**config.mk**
```make
export PLATFORM = sky130hd
export DESIGN_NAME = adcc_top
export DESIGN_NICKNAME = d
export VERILOG_FILES = /design/src/adcc_sar.v /design/src/adcc_top.v
export VERILOG_INCLUDE_DIRS = /design/src /design/src/src
export SDC_FILE = /design/constraint.sdc
export NUM_CORES = 1
export LEC_CHECK = 0
export BUFFER_PORTS_ARGS = -buffer_cell sky130_fd_sc_hd__buf_2
export CAP_MARGIN = 10
export CORE_ASPECT_RATIO = 1.25
export CORE_MARGIN = 8
export CORE_UTILIZATION = 55
export CTS_BUF_LIST = sky130_fd_sc_hd__clkbuf_16
export CTS_CLUSTER_SIZE = 16
export DETAILED_ROUTE_END_ITERATION = 7
export PLACE_DENSITY_LB_ADDON = 0.1
export SLEW_MARGIN = 20
export SYNTH_ARGS = -nofsm -noshare
export SYNTH_HDL_FRONTEND = slang
export SYNTH_SLANG_ARGS = --single-unit
```
**constraint.sdc**
```tcl
create_clock -name clk_in -period 2.1 [get_ports clk_in]
set_input_delay 0.315 -clock clk_in [delete_from_list [all_inputs] [get_ports clk_in]]
set_output_delay 0.315 -clock clk_in [all_outputs]
set_load 0.01 [all_outputs]
```
**src/adcc_map.vh**
```
// register map, field positions and timing counts of the converter control
`ifndef ADCC_MAP_VH
`define ADCC_MAP_VH

// ---------------------------------------------------------------
// special function register addresses
// ---------------------------------------------------------------
`define ADCC_CTRL_ADDR 8'hD8
`define ADCC_RESULT_ADDR 8'hD9
`define ADCC_TRIG_ADDR 8'hDA
`define ADCC_CTRL_BIT_BASE 8'hD8

// ---------------------------------------------------------------
// converter_control fields
// ---------------------------------------------------------------
`define ADCC_PRESCALE_BIT 7
`define ADCC_LONG_SAMPLE_BIT 6
`define ADCC_RSVD5_BIT 5
`define ADCC_BUSY_BIT 4
`define ADCC_CONT_BIT 3
`define ADCC_ZERO2_BIT 2
`define ADCC_CH_HIGH_BIT 1
`define ADCC_CH_LOW_BIT 0
`define ADCC_CTRL_RESET 8'h00
`define ADCC_RESULT_RESET 8'h00
`define ADCC_TRIG_READ 8'h00

// ---------------------------------------------------------------
// timing in converter master clocks
// ---------------------------------------------------------------
`define ADCC_SAMPLE_SHORT 16
`define ADCC_SAMPLE_LONG 64
`define ADCC_APPROX_CLKS 64
`define ADCC_STEP_CLKS 8

`endif

```
**src/adcc_sar.v**
```verilog
// successive approximation register stepping one bit per eight master clocks
`default_nettype none

module adcc_sar #(
  parameter WIDTH = 8
) (
  // clock and reset
  input wire clk_in,
  input wire nrst_in,
  input wire ce_in,
  // control
  input wire tick_in,
  input wire start_in,
  input wire comp_in,
  // results
  output wire [WIDTH-1:0] trial_out,
  output wire [WIDTH-1:0] value_out,
  output wire done_out
);

  // ---------------------------------------------------------------
  // state
  // ---------------------------------------------------------------
  reg run_reg; // approximation in progress
  reg [5:0] cnt_reg; // master clocks elapsed
  reg [WIDTH-1:0] code_reg; // bits decided so far
  reg [WIDTH-1:0] mask_reg; // bit under test, one-hot
  wire step_end; // last master clock of a bit step

  assign step_end = tick_in && (cnt_reg[2:0] == 3'h7);
  assign trial_out = code_reg | mask_reg;
  // final code includes the decision on the last bit
  assign value_out = comp_in ? trial_out : code_reg;
  // sixty-four master clocks after start
  assign done_out = run_reg && tick_in && (cnt_reg == 6'h3F);

  // ---------------------------------------------------------------
  // bit stepping
  // ---------------------------------------------------------------
  always @(posedge clk_in or negedge nrst_in) begin
    if (!nrst_in) begin
      run_reg <= 1'b0;
      cnt_reg <= 6'h00;
      code_reg <= {WIDTH{1'b0}};
      mask_reg <= {WIDTH{1'b0}};
    end else if (ce_in) begin
      if (start_in) begin
        // begin at the most significant bit
        run_reg <= 1'b1;
        cnt_reg <= 6'h00;
        code_reg <= {WIDTH{1'b0}};
        mask_reg <= {1'b1, {(WIDTH-1){1'b0}}};
      end else if (run_reg && tick_in) begin
        cnt_reg <= cnt_reg + 6'h01;
        if (done_out) begin
          run_reg <= 1'b0;
        end
        if (step_end) begin
          // keep the trial bit when input is above it
          if (comp_in) begin
            code_reg <= code_reg | mask_reg;
          end
          mask_reg <= mask_reg >> 1;
        end
      end
    end
  end

endmodule

`default_nettype wire

```
**src/adcc_top.v**
```verilog
// converter control: registers, timing and sequencing of the 8-bit converter
//
// Operation
// default: 16 sample, 64 approximation clocks
// long sample select: sample 64 clocks
// prescale enable halves master clock rate
// single mode: one conversion per trigger
// continuous mode: restart after each completion
// busy flag bit 4, high while converting
// busy flag ignores software writes
// channel select picks one of four inputs
// result held until next conversion
// no new conversion until result read
// result register readable and writable
// any trigger write starts; write zero
// trigger has no storage, address only
// software writes bit 2 zero
// control register bit set, clear, test
// software lets new channel settle
// result written and busy cleared together
`default_nettype none
`include "adcc_map.vh"

module adcc_top #(
  parameter WIDTH = 8
) (
  // clock, enable and reset
  input wire clk_in,
  input wire ce_in,
  input wire nrst_in,
  // special function register byte access
  input wire [7:0] sfr_addr_in,
  input wire sfr_wr_in,
  input wire sfr_rd_in,
  input wire [7:0] sfr_wdata_in,
  output reg [7:0] sfr_rdata_out,
  // bit access to converter_control
  input wire [7:0] bit_addr_in,
  input wire bit_wr_in,
  input wire bit_val_in,
  input wire bit_rd_in,
  output reg bit_rdata_out,
  // analog side
  input wire comp_in,
  output reg [1:0] channel_sel_out,
  output reg sample_out,
  output reg [WIDTH-1:0] trial_out,
  output reg busy_out
);

  // ---------------------------------------------------------------
  // state encoding
  // ---------------------------------------------------------------
  localparam [2:0] ST_IDLE = 3'b001; // waiting for a start
  localparam [2:0] ST_SAMPLE = 3'b010; // input switch closed
  localparam [2:0] ST_CONV = 3'b100; // approximation running

  // ---------------------------------------------------------------
  // registers
  // ---------------------------------------------------------------
  reg [2:0] state_reg; // sequencer state
  reg [2:0] state_next; // next sequencer state
  reg prescale_enable_reg; // master clock at half rate
  reg long_sample_select_reg; // sample phase 64 clocks
  reg continuous_mode_select_reg; // restart after completion
  reg channel_select_high_reg; // channel select bit 1
  reg channel_select_low_reg; // channel select bit 0
  reg conversion_busy_flag_reg; // conversion in progress
  reg [WIDTH-1:0] conversion_result_reg; // last result
  reg start_pend_reg; // start waiting for service
  reg result_read_reg; // result read since stored
  reg half_reg; // prescaler phase
  reg [6:0] long_sample_select_cnt_reg; // master clocks in sample phase

  // ---------------------------------------------------------------
  // decode and helpers
  // ---------------------------------------------------------------
  wire ctrl_wr; // byte write to converter_control
  wire result_wr; // byte write to conversion_result
  wire result_rd; // byte read of conversion_result
  wire trig_wr; // write to conversion_start_trigger
  wire bit_in_ctrl; // bit address falls in converter_control
  wire bit_hit_wr; // bit write inside converter_control
  wire tick; // one converter master clock
  wire [6:0] long_sample_select_len; // selected sample length
  wire start_go; // start a conversion this cycle
  wire long_sample_select_done; // sample phase complete
  wire sar_start; // launch approximation
  wire sar_done; // approximation complete
  wire [WIDTH-1:0] sar_trial; // code applied to the comparator
  wire [WIDTH-1:0] sar_value; // finished code
  wire [7:0] ctrl_view; // converter_control as read

  // byte image of converter_control
  function [7:0] ctrl_image;
    input prescale_enable;
    input long_sample_select;
    input busy;
    input cont;
    input [1:0] ch;
    begin
      ctrl_image = 8'h00;
      ctrl_image[`ADCC_PRESCALE_BIT] = prescale_enable;
      ctrl_image[`ADCC_LONG_SAMPLE_BIT] = long_sample_select;
      ctrl_image[`ADCC_BUSY_BIT] = busy;
      ctrl_image[`ADCC_CONT_BIT] = cont;
      ctrl_image[`ADCC_CH_HIGH_BIT] = ch[1];
      ctrl_image[`ADCC_CH_LOW_BIT] = ch[0];
    end
  endfunction

  assign ctrl_wr = sfr_wr_in && (sfr_addr_in == `ADCC_CTRL_ADDR);
  assign result_wr = sfr_wr_in && (sfr_addr_in == `ADCC_RESULT_ADDR);
  assign result_rd = sfr_rd_in && (sfr_addr_in == `ADCC_RESULT_ADDR);
  // only the address is decoded, data is not looked at
  assign trig_wr = sfr_wr_in && (sfr_addr_in == `ADCC_TRIG_ADDR);
  // bit addresses of converter_control share its upper five bits
  assign bit_in_ctrl = ({bit_addr_in[7:3], 3'h0} == `ADCC_CTRL_BIT_BASE);
  assign bit_hit_wr = bit_wr_in && bit_in_ctrl;

  assign ctrl_view = ctrl_image(prescale_enable_reg, long_sample_select_reg,
    conversion_busy_flag_reg, continuous_mode_select_reg,
    {channel_select_high_reg, channel_select_low_reg});

  // every internal clock, or every second one with prescaler on
  assign tick = !prescale_enable_reg || half_reg;
  // sample length in master clocks
  assign long_sample_select_len = long_sample_select_reg ? 7'd`ADCC_SAMPLE_LONG :
    7'd`ADCC_SAMPLE_SHORT;
  // start needs a pending request and a consumed result
  assign start_go = (state_reg == ST_IDLE) && start_pend_reg &&
    result_read_reg;
  assign long_sample_select_done = (state_reg == ST_SAMPLE) && tick &&
    (long_sample_select_cnt_reg == long_sample_select_len - 7'd1);
  assign sar_start = long_sample_select_done;

  // ---------------------------------------------------------------
  // approximation engine
  // ---------------------------------------------------------------
  adcc_sar #(
    .WIDTH(WIDTH)
  ) u_sar (
    .clk_in(clk_in),
    .nrst_in(nrst_in),
    .ce_in(ce_in),
    .tick_in(tick),
    .start_in(sar_start),
    .comp_in(comp_in),
    .trial_out(sar_trial),
    .value_out(sar_value),
    .done_out(sar_done)
  );

  // ---------------------------------------------------------------
  // sequencer next state
  // ---------------------------------------------------------------
  always @* begin
    state_next = state_reg;
    case (state_reg)
      ST_IDLE: begin
        if (start_go) begin
          state_next = ST_SAMPLE;
        end
      end
      ST_SAMPLE: begin
        if (long_sample_select_done) begin
          state_next = ST_CONV;
        end
      end
      ST_CONV: begin
        // approximation takes 64 master clocks
        if (sar_done) begin
          state_next = ST_IDLE;
        end
      end
      default: begin
        state_next = ST_IDLE;
      end
    endcase
  end

  // ---------------------------------------------------------------
  // sequencer, prescaler and sample counter
  // ---------------------------------------------------------------
  always @(posedge clk_in or negedge nrst_in) begin
    if (!nrst_in) begin
      state_reg <= ST_IDLE;
      half_reg <= 1'b0;
      long_sample_select_cnt_reg <= 7'h00;
    end else if (ce_in) begin
      state_reg <= state_next;
      // prescaler phase restarts with each conversion
      if (start_go) begin
        half_reg <= 1'b0;
      end else begin
        half_reg <= ~half_reg;
      end
      // count master clocks of the sample phase
      if (start_go) begin
        long_sample_select_cnt_reg <= 7'h00;
      end else if (state_reg == ST_SAMPLE && tick) begin
        long_sample_select_cnt_reg <= long_sample_select_cnt_reg + 7'h01;
      end
    end
  end

  // ---------------------------------------------------------------
  // start request and result handshake
  // ---------------------------------------------------------------
  always @(posedge clk_in or negedge nrst_in) begin
    if (!nrst_in) begin
      start_pend_reg <= 1'b0;
      result_read_reg <= 1'b1;
    end else if (ce_in) begin
      // a trigger in the start cycle stays pending
      if (trig_wr) begin
        start_pend_reg <= 1'b1;
      end else if (sar_done && continuous_mode_select_reg) begin
        start_pend_reg <= 1'b1;
      end else if (start_go) begin
        start_pend_reg <= 1'b0;
      end
      // a new result is unread even if read in the same cycle
      if (sar_done) begin
        result_read_reg <= 1'b0;
      end else if (result_rd) begin
        result_read_reg <= 1'b1;
      end
    end
  end

  // ---------------------------------------------------------------
  // converter_control and busy flag
  // ---------------------------------------------------------------
  always @(posedge clk_in or negedge nrst_in) begin
    if (!nrst_in) begin
      prescale_enable_reg <= 1'b0;
      long_sample_select_reg <= 1'b0;
      continuous_mode_select_reg <= 1'b0;
      channel_select_high_reg <= 1'b0;
      channel_select_low_reg <= 1'b0;
      conversion_busy_flag_reg <= 1'b0;
    end else if (ce_in) begin
      // byte write; busy, reserved and bit 2 are not stored
      if (ctrl_wr) begin
        prescale_enable_reg <= sfr_wdata_in[`ADCC_PRESCALE_BIT];
        long_sample_select_reg <= sfr_wdata_in[`ADCC_LONG_SAMPLE_BIT];
        continuous_mode_select_reg <= sfr_wdata_in[`ADCC_CONT_BIT];
        channel_select_high_reg <= sfr_wdata_in[`ADCC_CH_HIGH_BIT];
        channel_select_low_reg <= sfr_wdata_in[`ADCC_CH_LOW_BIT];
      end else if (bit_hit_wr) begin
        // single-bit set or clear
        case (bit_addr_in[2:0])
          3'h7: prescale_enable_reg <= bit_val_in;
          3'h6: long_sample_select_reg <= bit_val_in;
          3'h3: continuous_mode_select_reg <= bit_val_in;
          3'h1: channel_select_high_reg <= bit_val_in;
          3'h0: channel_select_low_reg <= bit_val_in;
          default: begin
            // busy and fixed bits ignore the write
          end
        endcase
      end
      // busy follows the hardware only
      if (start_go) begin
        conversion_busy_flag_reg <= 1'b1;
      end else if (sar_done) begin
        conversion_busy_flag_reg <= 1'b0;
      end
    end
  end

  // ---------------------------------------------------------------
  // conversion_result
  // ---------------------------------------------------------------
  always @(posedge clk_in or negedge nrst_in) begin
    if (!nrst_in) begin
      conversion_result_reg <= `ADCC_RESULT_RESET;
    end else if (ce_in) begin
      // completion stores the code in the busy clear cycle
      if (sar_done) begin
        conversion_result_reg <= sar_value;
      end else if (result_wr) begin
        conversion_result_reg <= sfr_wdata_in[WIDTH-1:0];
      end
    end
  end

  // ---------------------------------------------------------------
  // read data
  // ---------------------------------------------------------------
  always @(posedge clk_in or negedge nrst_in) begin
    if (!nrst_in) begin
      sfr_rdata_out <= 8'h00;
      bit_rdata_out <= 1'b0;
    end else if (ce_in) begin
      if (sfr_rd_in) begin
        case (sfr_addr_in)
          `ADCC_CTRL_ADDR: sfr_rdata_out <= ctrl_view;
          `ADCC_RESULT_ADDR: sfr_rdata_out <= conversion_result_reg;
          `ADCC_TRIG_ADDR: sfr_rdata_out <= `ADCC_TRIG_READ;
          default: sfr_rdata_out <= 8'h00;
        endcase
      end
      // bit test of converter_control
      if (bit_rd_in) begin
        bit_rdata_out <= bit_in_ctrl && ctrl_view[bit_addr_in[2:0]];
      end
    end
  end

  // ---------------------------------------------------------------
  // analog side outputs
  // ---------------------------------------------------------------
  always @(posedge clk_in or negedge nrst_in) begin
    if (!nrst_in) begin
      channel_sel_out <= 2'h0;
      sample_out <= 1'b0;
      trial_out <= {WIDTH{1'b0}};
      busy_out <= 1'b0;
    end else if (ce_in) begin
      // multiplexer follows the select bits one clock later, also during a conversion
      channel_sel_out <= {channel_select_high_reg,
        channel_select_low_reg};
      sample_out <= (state_next == ST_SAMPLE);
      trial_out <= sar_trial;
      busy_out <= conversion_busy_flag_reg;
    end
  end

endmodule

`default_nettype wire

```
==> impl_metrics.json <==
{
  "status": "finished, violations left",
  "violations": "negative hold slack",
  "dieArea_um2": 8980,
  "hpwlAfterDp_um": 5740,
  "synth_area_leaders": "dfrtp_1 (51%), nand2_1 (6.2%), a21oi_1 (4.9%)",
  "rsz0062_at_grt": "no",
  "critPathKind": "flip-flop to flip-flop",
  "power.static_leakage_uw": 0.00202,
  "syn-cell-area_um2": 3400,
  "yosys_warnings": 0,
  "die_x_um": 86.4,
  "cts-buffers-inserted": 9,
  "synth_nets": 380,
  "netlist.area_leader.share_pct": 50.7,
  "drt-wirelength-per-cell_um": 16.2,
  "grt_pass1_wl_um": 13800,
  "finalHoldViolCount": 1,
  "place_congestion": 0.851,
  "cap_violations": 0,
  "drtIter0Drc": 147,
  "clkTransAtPathRegs_ns": 0.05,
  "cts_tree": "built",
  "drive_gt1_share_pct": 25.9,
  "slew_violations": 0,
  "via_count": 2818,
  "ctsRootBufferMaster": "clkbuf_16",
  "drtAntennaViolNets": 0,
  "fin_nets": 442,
  "grt_antenna_before_repair": 0,
  "clk_latency_ns": 0.33,
  "synth_top_area_cell": "dfrtp_1",
  "cts_resized": 0,
  "start_kind": "flip-flop",
  "portBuffers": 53,
  "setup_viol": 0,
  "overflow": 0,
  "endpoint_kind": "flip-flop",
  "cts_hold_buf": 0,
  "max_freq_mhz": 522,
  "crit_arrival_ns": 2.12,
  "track_usage_pct": 19.2,
  "fin_worst_skew_ns": 0.00665,
  "finalWirelength_um": 8040,
  "max_slew.worst_pin.slew_ns": 0.592,
  "yosysSeqAreaShare_pct": 52.3,
  "ir_worst_vdd_uv": 654,
  "finalSetupTns_ns": 0,
  "holdCritPathClass": "primary input to async pin",
  "power_density_nw_per_um2": 848,
  "grt_max_degree": 72,
  "die_h_um": 104,
  "ys_seq_elements": 71,
  "diodes": 0,
  "area_growth_pct": 22.1,
  "syn_inst": 344,
  "reg2reg_from": "long_sample_select_cnt_reg[0]",
  "fin_total_pwr_uw": 3520,
  "firstDrtPassIters": 4,
  "startpoint": "long_sample_select_cnt_reg[0]",
  "start_util_pct": 55.9,
  "cp_max_fo": 18,
  "core_um2": 6090,
  "cts_max_path_buffers": 2,
  "clkSinkCount": 71,
  "grt_pass1_vias": 2845,
  "min_period_ns": 1.92,
  "post-route-util_pct": 68.3,
  "hold_slack_ns": -0.00311,
  "io_pins": 54,
  "ys_types": 51,
  "fin_crit_sh_pct": 91.2,
  "avgSynthCellArea_um2": 9.90,
  "h-tree-depth": 3,
  "vias_per_cell": 5.69,
  "cts_setup_buffers": 0,
  "maxSlewHeadroom_pct": 60.2,
  "rows": 32,
  "drc": 0,
  "required_ns": 2.30
}
==> critical path: stages (launching register included) <==
cell and delay [ns]:
dfrtp_1 0.37, ha_1 0.21, nand3_1 0.21, or4_4 0.62, nor2_8 0.24, o22ai_1 0.14
==> area by class of cell <==
cell class	count	area [um2]
fillers	504	1930
multi-input cells	259	1550
clock inverters	6	134
well taps	85	106
flip-flops and latches	71	1780
clock buffers	9	225
repair buffers	62	345
inverters	3	11.3
==> where the power goes <==
| group | internal, uW | switching, uW | total [uW] | leakage, uW |
|---|---|---|---|---|
| Combinational | 102 | 133 | 235 | 0.000885 |
| Sequential | 1420 | 43.7 | 1470 | 0.000960 |
| Clock | 1270 | 551 | 1820 | 0.000175 |
==> synthesized netlist by cell type, drive strengths merged <==
library cell	count
dfrtp	69
nand2	58
nor2	41
a21oi	33
o21ai	17
mux2	13
nor3	9
o22ai	9
clkbuf	8
a211oi	6
a22oi	6
and2	6
nand4	6
o21a	6
and3	5
nand3	5
nor4	5
xor2	4
a22o	3
buf	3
ha	3
inv	3
nand2b	3
a32o	2
and4	2
dfstp	2
mux2i	2
nand4b	2
or4	2
a221o	1
a31o	1
a31oi	1
and4b	1
and4bb	1
nor2b	1
nor3b	1
o2111ai	1
o211ai	1
o31ai	1
or4b	1
==> layout by cell type, fill, tap and decap left out, types with 4 or more instances in the layout <==
cell | netlist | layout
dfrtp_1 | 69 | 69
nand2_1 | 56 | 56
buf_2 | 0 | 53
nor2_1 | 40 | 40
a21oi_1 | 33 | 33
o21ai_0 | 17 | 17
mux2_2 | 13 | 13
o22ai_1 | 9 | 9
clkbuf_16 | 0 | 9
nor3_1 | 8 | 8
buf_4 | 2 | 8
nand4_1 | 6 | 6
o21a_1 | 6 | 6
a22oi_1 | 6 | 6
a211oi_1 | 6 | 6
and3_1 | 5 | 5
and2_1 | 5 | 5
nand3_1 | 4 | 4
xor2_1 | 4 | 4
bufinv_16 | 0 | 4
==> metal layers <==
metal | vias up | global-route usage [%] | part of all wire, %
li1 | 1372 | - | -
met1 | 1351 | 23.8 | 44
met2 | 81 | 29.9 | 47
met3 | 14 | 5.30 | 6.0
met4 | 0 | 9.26 | 2.3
met5 | - | 0 | 0
==> metrics by stage <==
step | instances | area [um2] | setup slack, ns
global route | 495 | 4160 | 0.0545
detailed placement | 480 | 3800 | 0.163
floorplan | 344 | 3400 | 0.325
finish | 495 | 4160 | 0.185
CTS | 495 | 4160 | 0.178
global placement | 480 | 3800 | 0.192
==> cell families after synthesis <==
logic type | after synthesis | share of synthesized area (%)
xor+xnor | 4 | 1.03
buf+inv | 14 | 2.09
compound gates | 88 | 16.2
fa+ha+maj | 3 | 1.10
flops | 71 | 52.3
mux | 15 | 4.89
simple gates | 149 | 22.5
==> final timing paths <==
| check | to | slack [ns] | depth (start not counted) |
|---|---|---|---|
| setup / recovery | u_sar.mask_reg[1] | 0.18 | 5 |
| hold / removal | conversion_busy_flag_reg | -0.003 | 2 |
| setup reg to reg | u_sar.mask_reg[1] | 0.18 | 5 |
| hold reg to reg | sfr_rdata_out[1] | 0.46 | 2 |
| max in group asynchronous | state_reg[0] | 1.78 | 2 |
| min in group clk_in | bit_rdata_out | 0.29 | 3 |
No activity file was read; power rests on OpenSTA's default activity.
